File: src/hdl/dbc_pkg.sv
// Purpose: shared constants and types of the bridge clock and receiver config bank
// Assumes: byte-wide registers reached over the two-wire serial port
// Notes: reset values follow the field defaults of each register
package dbc_pkg;
	// ------------------------------------------------------------
	// register offsets (sub-addresses)
	// ------------------------------------------------------------
	localparam logic [7:0] OFS_OUT_CLOCK_SOURCE = 8'h0A;
	localparam logic [7:0] OFS_OUT_CLOCK_SCALE = 8'h0B;
	localparam logic [7:0] OFS_SYNTH_LOOP = 8'h0D;
	localparam logic [7:0] OFS_RX_ARRANGE = 8'h10;
	localparam logic [7:0] OFS_RX_EQUALIZE = 8'h11;
	localparam logic [7:0] OFS_RX_A_BAND = 8'h12;
	localparam logic [7:0] OFS_RX_B_BAND = 8'h13;
	// ------------------------------------------------------------
	// field positions
	// ------------------------------------------------------------
	localparam int POS_SRC_SEL = 0;
	localparam int POS_OUT_RANGE = 1;
	localparam int POS_DIV_CODE = 3;
	localparam int POS_MULT_CODE = 0;
	localparam int POS_PLL_EN = 0;
	localparam int POS_SPLIT = 7;
	localparam int POS_CH_MODE = 5;
	localparam int POS_LANE_A = 3;
	localparam int POS_LANE_B = 1;
	localparam int POS_STRICT = 0;
	localparam int POS_EQ_A_DATA = 6;
	localparam int POS_EQ_B_DATA = 4;
	localparam int POS_EQ_A_CLK = 2;
	localparam int POS_EQ_B_CLK = 0;
	// ------------------------------------------------------------
	// reset values
	// ------------------------------------------------------------
	localparam logic [2:0] RST_OUT_RANGE = 3'h5;
	localparam logic [1:0] RST_CH_MODE = 2'h1;
	localparam logic [1:0] RST_LANES = 2'h3;
	localparam logic [4:0] RST_DIV_CODE = 5'h00;
	localparam logic [1:0] RST_MULT_CODE = 2'h0;
	localparam logic [1:0] RST_EQ = 2'h0;
	localparam logic [7:0] RST_BAND = 8'h00;
	// ------------------------------------------------------------
	// serial port constants and the receiver lane mask
	// ------------------------------------------------------------
	localparam logic [5:0] DEV_ADDR_HI = 6'h16;
	localparam logic [3:0] BITS_PER_BYTE = 4'h8;
	localparam logic [3:0] FULL_LANE_MASK = 4'hF;
	// all read/write configuration fields
	typedef struct packed {
		logic [2:0] out_range;
		logic pixel_clock_source_select;
		logic [4:0] div_code;
		logic [1:0] ref_input_scale_code;
		logic pll_enable;
		logic pixel_split_lr;
		logic [1:0] channel_mode;
		logic [1:0] rx_a_lane_count;
		logic [1:0] rx_b_lane_count;
		logic leader_error_strict;
		logic [1:0] rx_a_data_equalize;
		logic [1:0] rx_b_data_equalize;
		logic [1:0] rx_a_clock_equalize;
		logic [1:0] rx_b_clock_equalize;
		logic [7:0] rx_a_clock_band;
		logic [7:0] rx_b_clock_band;
	} dbc_csr_t;
endpackage

File: src/hdl/dbc_cfg_regs.sv
// What this block does
// - with channel A clock as source, output clock divides by code plus one.
// - with reference source, multiplier code 00..11 scales by one to four.
// - synthesizer enable bit starts the loop with current settings; reset clears it.
// - split bit selects odd/even or left/right pixels between the channels.
// - channel mode field picks dual, single or two independent receivers.
// - channel A lane code 00..11 enables four down to one lane.
// - channel B lane code uses the same coding, one lane after reset.
// - strict bit clear tolerates one leader bit error; set rejects any.
// - four equalizer fields encode none, 1 dB, 2 dB; 10 reserved.
// - source select bit picks reference input at 0, channel A clock at 1.
// - each written byte is acknowledged and stored at the current sub-address, which then advances; bytes to holes are dropped.
//
// Purpose: two-wire serial slave with the clock and receiver configuration bank
// Assumes: serial pins oversampled by the 50 MHz reference clock
// Notes: the serial data pin is open drain, driven low only
`timescale 1ns/1ps
module dbc_cfg_regs
(
	input wire logic i_ref_clk,
	input wire logic i_rst,
	input wire logic i_scl,
	input wire logic i_sda,
	input wire logic i_addr_sel,
	output logic o_sda_out,
	output logic o_sda_oe,
	output dbc_pkg::dbc_csr_t o_cfg,
	output logic [5:0] o_div_ratio,
	output logic [2:0] o_mult_factor,
	output logic [7:0] o_rx_lane_en
);
	// ------------------------------------------------------------
	// pin synchronisers and edge detection
	// ------------------------------------------------------------
	logic [2:0] scl_pipe_r;
	logic [2:0] sda_pipe_r;
	logic [1:0] addr_pipe_r;
	logic scl_s, scl_d, sda_s, sda_d;
	logic scl_rise, scl_fall, start_cond, stop_cond;

	// stage 0 feeds only stage 1; detectors look at stages 1 and 2
	always_ff @(posedge i_ref_clk or posedge i_rst)
	begin
		if (i_rst)
		begin
			scl_pipe_r <= 3'h7;
			sda_pipe_r <= 3'h7;
			addr_pipe_r <= 2'h0;
		end
		else
		begin
			scl_pipe_r <= {scl_pipe_r[1:0], i_scl};
			sda_pipe_r <= {sda_pipe_r[1:0], i_sda};
			addr_pipe_r <= {addr_pipe_r[0], i_addr_sel};
		end
	end

	// bus events seen on the synchronised levels
	assign scl_s = scl_pipe_r[1];
	assign scl_d = scl_pipe_r[2];
	assign sda_s = sda_pipe_r[1];
	assign sda_d = sda_pipe_r[2];
	assign scl_rise = scl_s & ~scl_d;
	assign scl_fall = ~scl_s & scl_d;
	assign start_cond = scl_s & scl_d & sda_d & ~sda_s;
	assign stop_cond = scl_s & scl_d & ~sda_d & sda_s;

	// ------------------------------------------------------------
	// serial protocol state machine
	// ------------------------------------------------------------
	typedef enum logic [4:0]
	{
		ST_IDLE = 5'b00001,
		ST_RECV = 5'b00010,
		ST_ACK = 5'b00100,
		ST_SEND = 5'b01000,
		ST_RACK = 5'b10000
	} dbc_state_t;
	typedef enum logic [2:0]
	{
		PH_DEV = 3'b001,
		PH_SUB = 3'b010,
		PH_DATA = 3'b100
	} dbc_phase_t;

	dbc_state_t st_r, st_nxt;
	dbc_phase_t phase_r, phase_nxt;
	logic [3:0] bitcnt_r, bitcnt_nxt;
	logic [7:0] shift_r, shift_nxt;
	logic [7:0] ptr_r, ptr_nxt;
	logic rw_r, rw_nxt;
	logic sda_oe_r, sda_oe_nxt;
	logic wr_en;
	logic [7:0] rd_byte;
	dbc_pkg::dbc_csr_t csr_r, csr_nxt;

	// read mux; holes and unused bits read zero
	always_comb
	begin
		rd_byte = 8'h00;
		// read back of every field
		// stored value readback
		unique case (ptr_r)
			dbc_pkg::OFS_OUT_CLOCK_SOURCE:
			begin
				rd_byte[dbc_pkg::POS_OUT_RANGE +: 3] = csr_r.out_range;
				rd_byte[dbc_pkg::POS_SRC_SEL] = csr_r.pixel_clock_source_select;
			end
			dbc_pkg::OFS_OUT_CLOCK_SCALE:
			begin
				rd_byte[dbc_pkg::POS_DIV_CODE +: 5] = csr_r.div_code;
				rd_byte[dbc_pkg::POS_MULT_CODE +: 2] = csr_r.ref_input_scale_code;
			end
			dbc_pkg::OFS_SYNTH_LOOP:
				rd_byte[dbc_pkg::POS_PLL_EN] = csr_r.pll_enable;
			dbc_pkg::OFS_RX_ARRANGE:
			begin
				rd_byte[dbc_pkg::POS_SPLIT] = csr_r.pixel_split_lr;
				rd_byte[dbc_pkg::POS_CH_MODE +: 2] = csr_r.channel_mode;
				rd_byte[dbc_pkg::POS_LANE_A +: 2] = csr_r.rx_a_lane_count;
				rd_byte[dbc_pkg::POS_LANE_B +: 2] = csr_r.rx_b_lane_count;
				rd_byte[dbc_pkg::POS_STRICT] = csr_r.leader_error_strict;
			end
			dbc_pkg::OFS_RX_EQUALIZE:
			begin
				rd_byte[dbc_pkg::POS_EQ_A_DATA +: 2] = csr_r.rx_a_data_equalize;
				rd_byte[dbc_pkg::POS_EQ_B_DATA +: 2] = csr_r.rx_b_data_equalize;
				rd_byte[dbc_pkg::POS_EQ_A_CLK +: 2] = csr_r.rx_a_clock_equalize;
				rd_byte[dbc_pkg::POS_EQ_B_CLK +: 2] = csr_r.rx_b_clock_equalize;
			end
			dbc_pkg::OFS_RX_A_BAND:
				rd_byte = csr_r.rx_a_clock_band;
			dbc_pkg::OFS_RX_B_BAND:
				rd_byte = csr_r.rx_b_clock_band;
			default:
				rd_byte = 8'h00;
		endcase
	end

	// next state of the serial slave; stop and start override any state
	always_comb
	begin
		st_nxt = st_r;
		phase_nxt = phase_r;
		bitcnt_nxt = bitcnt_r;
		shift_nxt = shift_r;
		ptr_nxt = ptr_r;
		rw_nxt = rw_r;
		sda_oe_nxt = sda_oe_r;
		wr_en = 1'b0;
		if (stop_cond)
		begin
			st_nxt = ST_IDLE;
			sda_oe_nxt = 1'b0;
		end
		else if (start_cond)
		begin
			st_nxt = ST_RECV;
			phase_nxt = PH_DEV;
			bitcnt_nxt = 4'h0;
			sda_oe_nxt = 1'b0;
		end
		else
		begin
			unique case (st_r)
				ST_IDLE:
					st_nxt = ST_IDLE;
				ST_RECV:
				begin
					if (scl_rise)
					begin
						shift_nxt = {shift_r[6:0], sda_s};
						bitcnt_nxt = bitcnt_r + 4'h1;
					end
					else if (scl_fall && bitcnt_r == dbc_pkg::BITS_PER_BYTE)
					begin
						bitcnt_nxt = 4'h0;
						st_nxt = ST_ACK;
						sda_oe_nxt = 1'b1;
						unique case (phase_r)
							PH_DEV:
							begin
								rw_nxt = shift_r[0];
								// foreign address: stay off the bus
								if (shift_r[7:1] != {dbc_pkg::DEV_ADDR_HI, addr_pipe_r[1]})
								begin
									st_nxt = ST_IDLE;
									sda_oe_nxt = 1'b0;
								end
							end
							PH_SUB:
								ptr_nxt = shift_r;
							PH_DATA:
							begin
								wr_en = 1'b1;
								ptr_nxt = ptr_r + 8'h01;
							end
						endcase
					end
				end
				ST_ACK:
				begin
					if (scl_fall)
					begin
						sda_oe_nxt = 1'b0;
						if (rw_r)
						begin
							// reads start at the current sub-address pointer: the last sub-address sent, advanced by each byte written or read since
							st_nxt = ST_SEND;
							shift_nxt = rd_byte;
							ptr_nxt = ptr_r + 8'h01;
							sda_oe_nxt = ~rd_byte[7];
							bitcnt_nxt = 4'h1;
						end
						else
						begin
							st_nxt = ST_RECV;
							phase_nxt = (phase_r == PH_DEV) ? PH_SUB : PH_DATA;
						end
					end
				end
				ST_SEND:
				begin
					if (scl_fall)
					begin
						if (bitcnt_r == dbc_pkg::BITS_PER_BYTE)
						begin
							st_nxt = ST_RACK;
							sda_oe_nxt = 1'b0;
						end
						else
						begin
							shift_nxt = {shift_r[6:0], 1'b0};
							sda_oe_nxt = ~shift_r[6];
							bitcnt_nxt = bitcnt_r + 4'h1;
						end
					end
				end
				ST_RACK:
				begin
					// master ack sends the next byte, nack ends the read
					if (scl_rise)
						st_nxt = sda_s ? ST_IDLE : ST_ACK;
				end
			endcase
		end
	end

	// serial slave registers
	always_ff @(posedge i_ref_clk or posedge i_rst)
	begin
		if (i_rst)
		begin
			st_r <= ST_IDLE;
			phase_r <= PH_DEV;
			bitcnt_r <= 4'h0;
			shift_r <= 8'h00;
			ptr_r <= 8'h00;
			rw_r <= 1'b0;
			sda_oe_r <= 1'b0;
		end
		else
		begin
			st_r <= st_nxt;
			phase_r <= phase_nxt;
			bitcnt_r <= bitcnt_nxt;
			shift_r <= shift_nxt;
			ptr_r <= ptr_nxt;
			rw_r <= rw_nxt;
			sda_oe_r <= sda_oe_nxt;
		end
	end

	// ------------------------------------------------------------
	// configuration registers
	// ------------------------------------------------------------
	// reserved codes are stored as written; software owns their avoidance
	always_comb
	begin
		csr_nxt = csr_r;
		if (wr_en)
		begin
			unique case (ptr_r)
				dbc_pkg::OFS_OUT_CLOCK_SOURCE:
				begin
					csr_nxt.out_range = shift_r[dbc_pkg::POS_OUT_RANGE +: 3];
					csr_nxt.pixel_clock_source_select = shift_r[dbc_pkg::POS_SRC_SEL];
				end
				dbc_pkg::OFS_OUT_CLOCK_SCALE:
				begin
					csr_nxt.div_code = shift_r[dbc_pkg::POS_DIV_CODE +: 5];
					csr_nxt.ref_input_scale_code = shift_r[dbc_pkg::POS_MULT_CODE +: 2];
				end
				dbc_pkg::OFS_SYNTH_LOOP:
					csr_nxt.pll_enable = shift_r[dbc_pkg::POS_PLL_EN];
				dbc_pkg::OFS_RX_ARRANGE:
				begin
					csr_nxt.pixel_split_lr = shift_r[dbc_pkg::POS_SPLIT];
					csr_nxt.channel_mode = shift_r[dbc_pkg::POS_CH_MODE +: 2];
					csr_nxt.rx_a_lane_count = shift_r[dbc_pkg::POS_LANE_A +: 2];
					csr_nxt.rx_b_lane_count = shift_r[dbc_pkg::POS_LANE_B +: 2];
					csr_nxt.leader_error_strict = shift_r[dbc_pkg::POS_STRICT];
				end
				dbc_pkg::OFS_RX_EQUALIZE:
				begin
					csr_nxt.rx_a_data_equalize = shift_r[dbc_pkg::POS_EQ_A_DATA +: 2];
					csr_nxt.rx_b_data_equalize = shift_r[dbc_pkg::POS_EQ_B_DATA +: 2];
					csr_nxt.rx_a_clock_equalize = shift_r[dbc_pkg::POS_EQ_A_CLK +: 2];
					csr_nxt.rx_b_clock_equalize = shift_r[dbc_pkg::POS_EQ_B_CLK +: 2];
				end
				dbc_pkg::OFS_RX_A_BAND:
					csr_nxt.rx_a_clock_band = shift_r;
				dbc_pkg::OFS_RX_B_BAND:
					csr_nxt.rx_b_clock_band = shift_r;
				default:
					csr_nxt = csr_r;
			endcase
		end
	end

	always_ff @(posedge i_ref_clk or posedge i_rst)
	begin
		if (i_rst)
		begin
			csr_r.out_range <= dbc_pkg::RST_OUT_RANGE;
			csr_r.pixel_clock_source_select <= 1'b0;
			csr_r.div_code <= dbc_pkg::RST_DIV_CODE;
			csr_r.ref_input_scale_code <= dbc_pkg::RST_MULT_CODE;
			csr_r.pll_enable <= 1'b0;
			csr_r.pixel_split_lr <= 1'b0;
			csr_r.channel_mode <= dbc_pkg::RST_CH_MODE;
			csr_r.rx_a_lane_count <= dbc_pkg::RST_LANES;
			csr_r.rx_b_lane_count <= dbc_pkg::RST_LANES;
			csr_r.leader_error_strict <= 1'b0;
			csr_r.rx_a_data_equalize <= dbc_pkg::RST_EQ;
			csr_r.rx_b_data_equalize <= dbc_pkg::RST_EQ;
			csr_r.rx_a_clock_equalize <= dbc_pkg::RST_EQ;
			csr_r.rx_b_clock_equalize <= dbc_pkg::RST_EQ;
			csr_r.rx_a_clock_band <= dbc_pkg::RST_BAND;
			csr_r.rx_b_clock_band <= dbc_pkg::RST_BAND;
		end
		else
			csr_r <= csr_nxt;
	end

	// ------------------------------------------------------------
	// decoded controls toward the clock synthesizer and receiver
	// ------------------------------------------------------------
	logic [5:0] div_ratio_r;
	logic [2:0] mult_factor_r;
	logic [7:0] lane_en_r;

	// one cycle behind the field registers, which is harmless for static settings
	always_ff @(posedge i_ref_clk or posedge i_rst)
	begin
		if (i_rst)
		begin
			div_ratio_r <= 6'h01;
			mult_factor_r <= 3'h1;
			lane_en_r <= 8'h11;
		end
		else
		begin
			div_ratio_r <= csr_r.pixel_clock_source_select ?
				({1'b0, csr_r.div_code} + 6'h01) : 6'h01;
			mult_factor_r <= csr_r.pixel_clock_source_select ?
				3'h1 : ({1'b0, csr_r.ref_input_scale_code} + 3'h1);
			lane_en_r[3:0] <= 4'(dbc_pkg::FULL_LANE_MASK >> csr_r.rx_a_lane_count);
			lane_en_r[7:4] <= 4'(dbc_pkg::FULL_LANE_MASK >> csr_r.rx_b_lane_count);
		end
	end

	// outputs straight from flops; the data pin value is tied low
	assign o_sda_out = 1'b0;
	assign o_sda_oe = sda_oe_r;
	assign o_cfg = csr_r;
	assign o_div_ratio = div_ratio_r;
	assign o_mult_factor = mult_factor_r;
	assign o_rx_lane_en = lane_en_r;
endmodule

File: config.mk
export PLATFORM = sky130hd
export DESIGN_NAME = dbc_cfg_regs
export DESIGN_NICKNAME = d
export VERILOG_FILES = /design/src/hdl/dbc_pkg.sv /design/src/hdl/dbc_cfg_regs.sv
export SDC_FILE = /design/constraint.sdc
export NUM_CORES = 1
export LEC_CHECK = 0
export ABC_CLOCK_PERIOD_IN_PS = 5700
export BUFFER_PORTS_ARGS = -buffer_cell sky130_fd_sc_hd__buf_2
export CELL_PAD_IN_SITES_DETAIL_PLACEMENT = 1
export CELL_PAD_IN_SITES_GLOBAL_PLACEMENT = 2
export CORE_MARGIN = 3
export CORE_UTILIZATION = 35
export DETAILED_ROUTE_END_ITERATION = 8
export PLACE_DENSITY_LB_ADDON = 0.1
export SLEW_MARGIN = 10
export SYNTH_ARGS = -nofsm -noshare
export SYNTH_HDL_FRONTEND = slang
export SYNTH_SLANG_ARGS = --single-unit
File: constraint.sdc
create_clock -name i_ref_clk -period 5.7 [get_ports i_ref_clk]
set_clock_uncertainty 0.1 [all_clocks]
set_input_delay 1.14 -clock i_ref_clk [delete_from_list [all_inputs] [get_ports i_ref_clk]]
set_output_delay 1.14 -clock i_ref_clk [all_outputs]
set_load 0.005 [all_outputs]
## Yosys cells after proc, flatten, opt, wreduce, memory -nomap -nowiden

Cells that the tools add are included.

| word-level totals | value |
|---|---|
| bits in registers | 99 |

| operators by class | value |
|---|---|
| add/sub/neg operators | 4 |
| equal/unequal tests | 37 |
| shifts and indexed selects | 2 |
| muxes and demuxes | 62 |
| bitwise logic cells | 16 |
| reduce and logical (&&, ||, !) cells | 21 |

Operators with widths:

| kind | count |
|---|---|
| two-way mux 8 bit | 9 |
| two-way mux 5 bit | 8 |
| equality test 8 x 5 -> 1 bit, second input constant | 4 |
| two-way mux 4 bit | 8 |
| case mux 8 bit (2 select lines) | 2 |
| inequality test 4 bit, second input constant | 7 |
| two-way mux 3 bit | 9 |
| case mux 5 bit (5 select lines) | 1 |
| equality test 8 x 4 -> 1 bit, second input constant | 3 |
| case mux 8 bit (3 select lines) | 1 |
| case mux 4 bit (5 select lines) | 1 |
| two-way mux 1 bit | 16 |
| inequality test 2 bit, second input constant | 8 |
| AND reduction 8 bit | 2 |
| AND reduction 2 bit | 7 |
| inequality test 3 bit, second input constant | 4 |
| case mux 1 bit (6 select lines) | 2 |
| case mux 4 bit (3 select lines) | 1 |
| AND reduction 6 bit | 2 |
| NOT 1 bit | 9 |
| adder 8 x 1 -> 8 bit, second input constant | 1 |
| right shift 4 x 2 -> 4 bit, first input constant | 2 |
| AND 1 bit | 7 |
| inequality test 7 x 6 -> 1 bit | 1 |
| other kinds (25) | 27 |

## Logic depth before layout (Yosys ltp)

Gate-level depths: netlist of the first run.

| logic depth | value |
|---|---|
| depth in word-level cells | 9 |
| depth in mapped cells | 8 |

## Least setup slack after synthesis of the first run

No wires, ideal clock.

| timing | value |
|---|---|
| path kind | flip-flop to flip-flop |
| start point | register st_r[3] |
| end point | register csr_r, in the netlist o_cfg[33] |
| data arrival time | 2.119 ns |
| data required time | 5.475 ns |
| slack | 3.356 ns |
| cell stages (with the launch flop) | 7 |
| path buffers | 1 |
| clock period less this slack | 2.344 ns |
| cells stage by stage | dfrtp_1 buf_2 nor3_4 nand2_1 or3_1 nor4_4 mux2_2 |

| between the ends | value |
|---|---|
| word-level cells in the longest chain between the ends | 5 |

RTL lines:

| what | RTL line | text |
|---|---|---|
| start, declared | dbc_cfg_regs.sv:86 | `dbc_state_t st_r, st_nxt;` |
| start signal, assigned | dbc_cfg_regs.sv:264 | `st_r <= st_nxt;` |
| equality test 5 x 2 -> 1 bit | dbc_cfg_regs.sv:165 | `unique case (st_r)` |
| two-way mux 1 bit | dbc_cfg_regs.sv:165 |  |
| two-way mux 1 bit | dbc_cfg_regs.sv:156 | `else if (start_cond)` |
| two-way mux 1 bit | dbc_cfg_regs.sv:151 | `if (stop_cond)` |
| AND reduction 2 bit (no line) | n/a |  |
| end signal, assigned | dbc_cfg_regs.sv:343 | `csr_r <= csr_nxt;` |
| end, declared | dbc_cfg_regs.sv:95 | `dbc_pkg::dbc_csr_t csr_r, csr_nxt;` |

Every way passes these cells.
A chain may end at the register's enable or synchronous reset.

## Final worst setup path of the first run

| timing | value |
|---|---|
| start point | register ptr_r[4] |
| end point | register csr_r, in the netlist o_cfg[5] |

| between the ends | value |
|---|---|
| word-level cells in the longest chain between the ends | 2 |

RTL lines:

| what | RTL line | text |
|---|---|---|
| start, declared | dbc_cfg_regs.sv:90 | `logic [7:0] ptr_r, ptr_nxt;` |
| start signal, assigned | dbc_cfg_regs.sv:268 | `ptr_r <= ptr_nxt;` |
| equality test 8 x 5 -> 1 bit | dbc_cfg_regs.sv:283 | `unique case (ptr_r)` |
| AND reduction 2 bit (no line) | n/a |  |

Every way passes these cells.

==> results.json, run 1 <==
{
  "setup_viol": 0,
  "layout_commonest_cell": "dfrtp_1",
  "yosysWarnings": 0,
  "finalCritPeriodShare_pct": 50.1,
  "worstMarginPinSlew_ns": 1.14,
  "synth.avg_cell_area_sq_um": 11.2,
  "port_buffers": 64,
  "drive_gt1_share_pct": 32.5,
  "drt-total-wl_microns": 13500,
  "dpl_cell_area_sq_um": 5250,
  "min_period_ns": 2.85,
  "cts_tree": "done",
  "reg2reg_depth": 5,
  "drc": 0,
  "synth_seq_area_share_pct": 51.0,
  "endpoint_kind": "register",
  "dp_slack_ns": 2.85,
  "cts_buffers": 9,
  "syn2layout_area_growth_pct": 15.9,
  "core_area_sq_um": 13300,
  "final_area_sq_um": 5570,
  "gp_congestion": 0.836,
  "netlist_area_sq_um": 4810,
  "p_leak_nw": 2.57,
  "grt_pass1_wl_microns": 21300,
  "synth_ff_type": "dfrtp_1",
  "postCtsSetupBuffers": 0,
  "postSynthCellCount": 429,
  "rsz0062_at_grt": "no",
  "fp.dieH_microns": 123,
  "hold_path_class": "register to register",
  "cts_sinks": 97,
  "nets": 494,
  "cp.arrival_ns": 2.98,
  "antenna_left": 0,
  "drt_iter0_drc": 169,
  "io_pins": 68,
  "grt_max_degree": 53,
  "hold_viol": 0,
  "crit_required_ns": 5.83,
  "vias": 3619,
  "clkTransAtPathRegs_ns": 0.07,
  "outcome": "finished clean",
  "synth.distinct_cells": 60,
  "ys_ff_latch": 97,
  "worstSkewPairLatency_ns": 0.35,
  "clockBufferDepth": 2,
  "antenna_found_initial": 0,
  "h-tree-depth": 3,
  "min_delay_path_depth": 0,
  "relSlewSlack_pct": 23.9,
  "dieArea_sq_um": 15200,
  "cts_root_buffer": "clkbuf_16",
  "cts_hold_buf": 0,
  "detail_route.wl_per_cell_microns": 20.4,
  "dr.pass1.iters": 4,
  "max_freq_mhz": 350,
  "via_per_inst": 5.47,
  "layout_common_cells": "80 x dfrtp_1, 64 x buf_2, 50 x mux2_2",
  "num_antenna_cells": 0,
  "maxSlewViolCount": 0,
  "cp_max_fo": 13,
  "tns_ns": 0,
  "critPathKind": "register to register",
  "vdd_drop_max_mv": 0.141,
  "timing.critical_path.from_type": "register",
  "start_util_pct": 36.0,
  "power_density_nw_per_um2": 261,
  "synth_edf_count": 0,
  "grt_overflow": 0,
  "cts_resized": 0,
  "cap_violations": 0,
  "async_flop_share_pct": 100,
  "fp.dieW_microns": 123,
  "grt_pass1_vias": 3683,
  "fin_ws_ns": 2.85,
  "place.detailed.hpwl_microns": 9540,
  "placementRows": 42,
  "grt_use_total_pct": 18.5
}
logic make-up after synthesis:
kind of cell,after synthesis,share of synthesized area (%)
flops,97,51.0
other cells,2,0.156
buf+inv,36,3.10
mux,57,13.2
xor+xnor,8,1.46
compound gates,95,13.3
simple gates,126,15.7
fa+ha+maj,8,2.08
area by class of cell:
| class | instances | area (sq um) |
|---|---|---|
| Clock inverter | 3 | 46.3 |
| Clock buffer | 13 | 270 |
| Sequential cell | 97 | 2450 |
| Inverter | 11 | 43.8 |
| Multi-Input combinational cell | 297 | 2210 |
| Fill cell | 1501 | 7780 |
| Timing Repair Buffer | 65 | 328 |
| Tap cell | 176 | 220 |
state kept, by name (all words and copies together), names as in the netlist, 2 cells and up:
signal	cells
scl_pipe_r	3
phase_r	3
addr_pipe_r	2
bitcnt_r	4
o_rx_lane_en	6
shift_r	8
ptr_r	8
o_cfg	44
o_mult_factor	3
sda_pipe_r	3
o_div_ratio	6
st_r	5
critical path, cell delays in order, from the launching register on:
cell and delay (ns):
dfrtp_1 0.58, or3b_2 0.54, or2_0 0.39, nor4_4 0.50, nand2_2 0.25, mux2_1 0.38
power by group:
part	total [mW]	internal (mW)	switching, mW
Combinational	0.0832	0.0289	0.0543
Sequential	0.725	0.705	0.0201
Clock	0.646	0.378	0.268
Total	1.45	1.11	0.342
synthesized netlist by cell type (5+ instances only):
master / n / area (sq um)
dfstp_2: 17 / 447
a22oi_1: 5 / 37.5
clkbuf_1: 19 / 71.3
mux2i_1: 5 / 50.1
nand3_1: 17 / 85.1
a21oi_1: 22 / 110
ha_1: 8 / 100
mux2_2: 50 / 563
xor2_1: 5 / 43.8
o21ai_0: 20 / 100
nand3b_1: 7 / 52.6
inv_1: 11 / 41.3
a21o_1: 5 / 37.5
nor2b_1: 8 / 50.1
a221oi_1: 6 / 52.6
nand2b_1: 8 / 50.1
nand2_1: 29 / 109
or3_1: 5 / 31.3
dfrtp_1: 80 / 2000
nor2_1: 12 / 45.0
per-stage QoR:
stage	hold slack [ns]	instances	utilization (%)	total power, mW
after floorplan	0.231	430	-	0.796
after global placement	0.234	646	39.4	0.820
after detailed placement	0.243	646	39.4	0.822
after CTS	0.258	662	41.7	1.47
after global routing	0.261	662	41.7	1.52
final	0.257	662	41.7	1.45
final timing paths:
kind | slack [ns] | endpoint | startpoint
max | 2.85 | o_cfg[5] | ptr_r[4]
min | 0.26 | addr_pipe_r[1] | addr_pipe_r[0]
max reg2reg | 2.85 | o_cfg[5] | ptr_r[4]
min reg2reg | 0.26 | addr_pipe_r[1] | addr_pipe_r[0]
max in group asynchronous | 3.65 | ptr_r[5] | i_rst
min in group asynchronous | 0.75 | st_r[4] | i_rst
metal layers:
metal	wire, microns	track usage, %
met1	6700	27.6
met2	6120	27.6
met3	439	2.93
met4	224	6.02
met5	0	0
(Power assumes the default switching activity.)
==> inputs of run 2 (changes only) <==
--- a/config.mk
+++ b/config.mk
@@ -5,7 +5,7 @@
 export SDC_FILE = /design/constraint.sdc
 export NUM_CORES = 1
 export LEC_CHECK = 0
-export ABC_CLOCK_PERIOD_IN_PS = 5700
+export ABC_CLOCK_PERIOD_IN_PS = 2860
 export BUFFER_PORTS_ARGS = -buffer_cell sky130_fd_sc_hd__buf_2
 export CELL_PAD_IN_SITES_DETAIL_PLACEMENT = 1
 export CELL_PAD_IN_SITES_GLOBAL_PLACEMENT = 2
==> constraint.sdc (replaced) <==
create_clock -name i_ref_clk -period 2.86 [get_ports i_ref_clk]
set_clock_uncertainty 0.1 [all_clocks]
set_input_delay 0.572 -clock i_ref_clk [delete_from_list [all_inputs] [get_ports i_ref_clk]]
set_output_delay 0.572 -clock i_ref_clk [all_outputs]
set_load 0.005 [all_outputs]
==> results.json, run 2 (synthesis gave the netlist of run 1 again) <==
{
  "post-place-cells": 663,
  "p_leak_nw": 2.67,
  "cts_hold_buf": 0,
  "cp.arrival_ns": 2.77,
  "outcome": "finished clean",
  "fp.dieH_microns": 123,
  "final_area_sq_um": 5730,
  "cts_resized": 0,
  "nets": 511,
  "gp_congestion": 0.826,
  "power_density_nw_per_um2": 523,
  "start_util_pct": 36.0,
  "layout_common_cells": "80 x dfrtp_1, 64 x buf_2, 50 x mux2_2",
  "cp_cell_sequence": "inv_1 -> ha_1 -> and3b_1 -> nand2_1 -> or3_1 -> nor4_2 -> mux2_2",
  "r2r_setup_slack_ns": 0.23,
  "cap_violations": 0,
  "fp.dieW_microns": 123,
  "clockPowerShare_pct": 45.8,
  "tns_ns": 0,
  "cts_root_buffer": "clkbuf_16",
  "max_freq_mhz": 380,
  "grt_max_degree": 98,
  "cp_max_fo": 4,
  "placementRows": 42,
  "cts_tree": "done",
  "drive_gt1_share_pct": 35.0,
  "hold_viol": 0,
  "crit_required_ns": 3.00,
  "dieArea_sq_um": 15200,
  "crit_cells": 7,
  "fin_cells": 679,
  "grt_use_total_pct": 19.8,
  "p_switching_uw": 702,
  "grt_overflow": 0,
  "critPathMaxStageDelay_ns": 0.46,
  "hold_path_class": "input port to register",
  "r2r-start": "bitcnt_r[0]",
  "worstMarginPinSlew_ns": 0.655,
  "antenna_left": 0,
  "clockBufferDepth": 2,
  "drt-total-wl_microns": 14200,
  "postCtsSetupBuffers": 0,
  "endpoint_kind": "register",
  "critPathSlowestCell": "or3_1",
  "core_area_sq_um": 13300,
  "drc": 0,
  "finalCritPeriodShare_pct": 91.9,
  "grt_pass1_vias": 3797,
  "fillers": 1481,
  "startpoint": "bitcnt_r[0]",
  "h-tree-depth": 3,
  "detail_route.wl_per_cell_microns": 21.0,
  "path_buf_inv": 1,
  "syn2layout_area_growth_pct": 19.3,
  "drt_iter0_drc": 149,
  "sw_frac_of_total_pct": 23.4,
  "min_delay_path_depth": 1,
  "cts_sinks": 97,
  "dr.pass1.iters": 4,
  "vias": 3703,
  "cpLargestDelayFamily": "simple AND/OR/NAND/NOR gates",
  "min_period_ns": 2.63,
  "dpl_cell_area_sq_um": 5390,
  "timing.critical_path.from_type": "register",
  "relSlewSlack_pct": 55.7,
  "comb_power_share_pct": 6.0,
  "clkTransAtPathRegs_ns": 0.07,
  "antenna_found_initial": 0,
  "grt_pass1_wl_microns": 22700,
  "cp-endpoint": "o_cfg[42]",
  "worstSkewPairLatency_ns": 0.35,
  "io_pins": 68,
  "internal_power_mw": 2.29,
  "critPathKind": "register to register",
  "setup_viol": 0,
  "largest_reg_flops": 44,
  "layout_commonest_cell": "dfrtp_1",
  "seqPwrFrac_pct": 48.2,
  "vdd_drop_max_mv": 0.309,
  "place.detailed.hpwl_microns": 9970,
  "r2r-end": "o_cfg[42]",
  "timing.hold.ws_ns": 0.216,
  "rsz0062_at_grt": "no",
  "fin_ws_ns": 0.231,
  "port_buffers": 64,
  "maxSlewViolCount": 0,
  "num_antenna_cells": 0,
  "cts_buffers": 9,
  "dp_slack_ns": 0.225,
  "reg2reg_depth": 7,
  "via_per_inst": 5.45
}
run 2: how the worst min path moves through the flow:
stage,start,to,slack (ns)
2_1_floorplan,addr_pipe_r[0],addr_pipe_r[1],0.23
3_3_place_gp,addr_pipe_r[0],addr_pipe_r[1],0.24
3_5_place_dp,addr_pipe_r[0],addr_pipe_r[1],0.24
4_1_cts,i_scl,scl_pipe_r[0],0.21
5_1_grt,i_scl,scl_pipe_r[0],0.21
6_report,i_sda,sda_pipe_r[0],0.22
run 2: layout make-up:
cell class	count	area [sq um]	share of cell area [%]
multi-input combinational	297	2210	38.6
clock buffer	11	253	4.41
timing repair buffer	82	468	8.16
clock inverter	5	85.1	1.48
tap	176	220	3.84
sequential	97	2450	42.7
inverter	11	45.0	0.786
run 2: metal layers:
metal / track usage, % / wire length (microns) / up-vias
met5: 0 / 0 / -
met4: 4.84 / 191 / 0
met3: 4.12 / 612 / 15
met2: 28.6 / 6350 / 82
met1: 30.2 / 7080 / 1895
li1: - / - / 1711
run 2: power by group through the flow:
stage / Combinational (mW) / Sequential [mW] / Clock [mW]
2_1_floorplan: 0.133 / 1.45 / 0
3_3_place_gp: 0.180 / 1.47 / 0
3_5_place_dp: 0.184 / 1.47 / 0
4_1_cts: 0.184 / 1.44 / 1.41
5_1_grt: 0.209 / 1.45 / 1.45
6_report: 0.180 / 1.44 / 1.37
run 2: per-stage QoR:
step	power [mW]	utilization (%)
3_3_place_gp	1.65	40.4
6_report	3.00	42.9
5_1_grt	3.11	42.9
3_5_place_dp	1.65	40.4
2_1_floorplan	1.59	-
4_1_cts	3.03	42.9
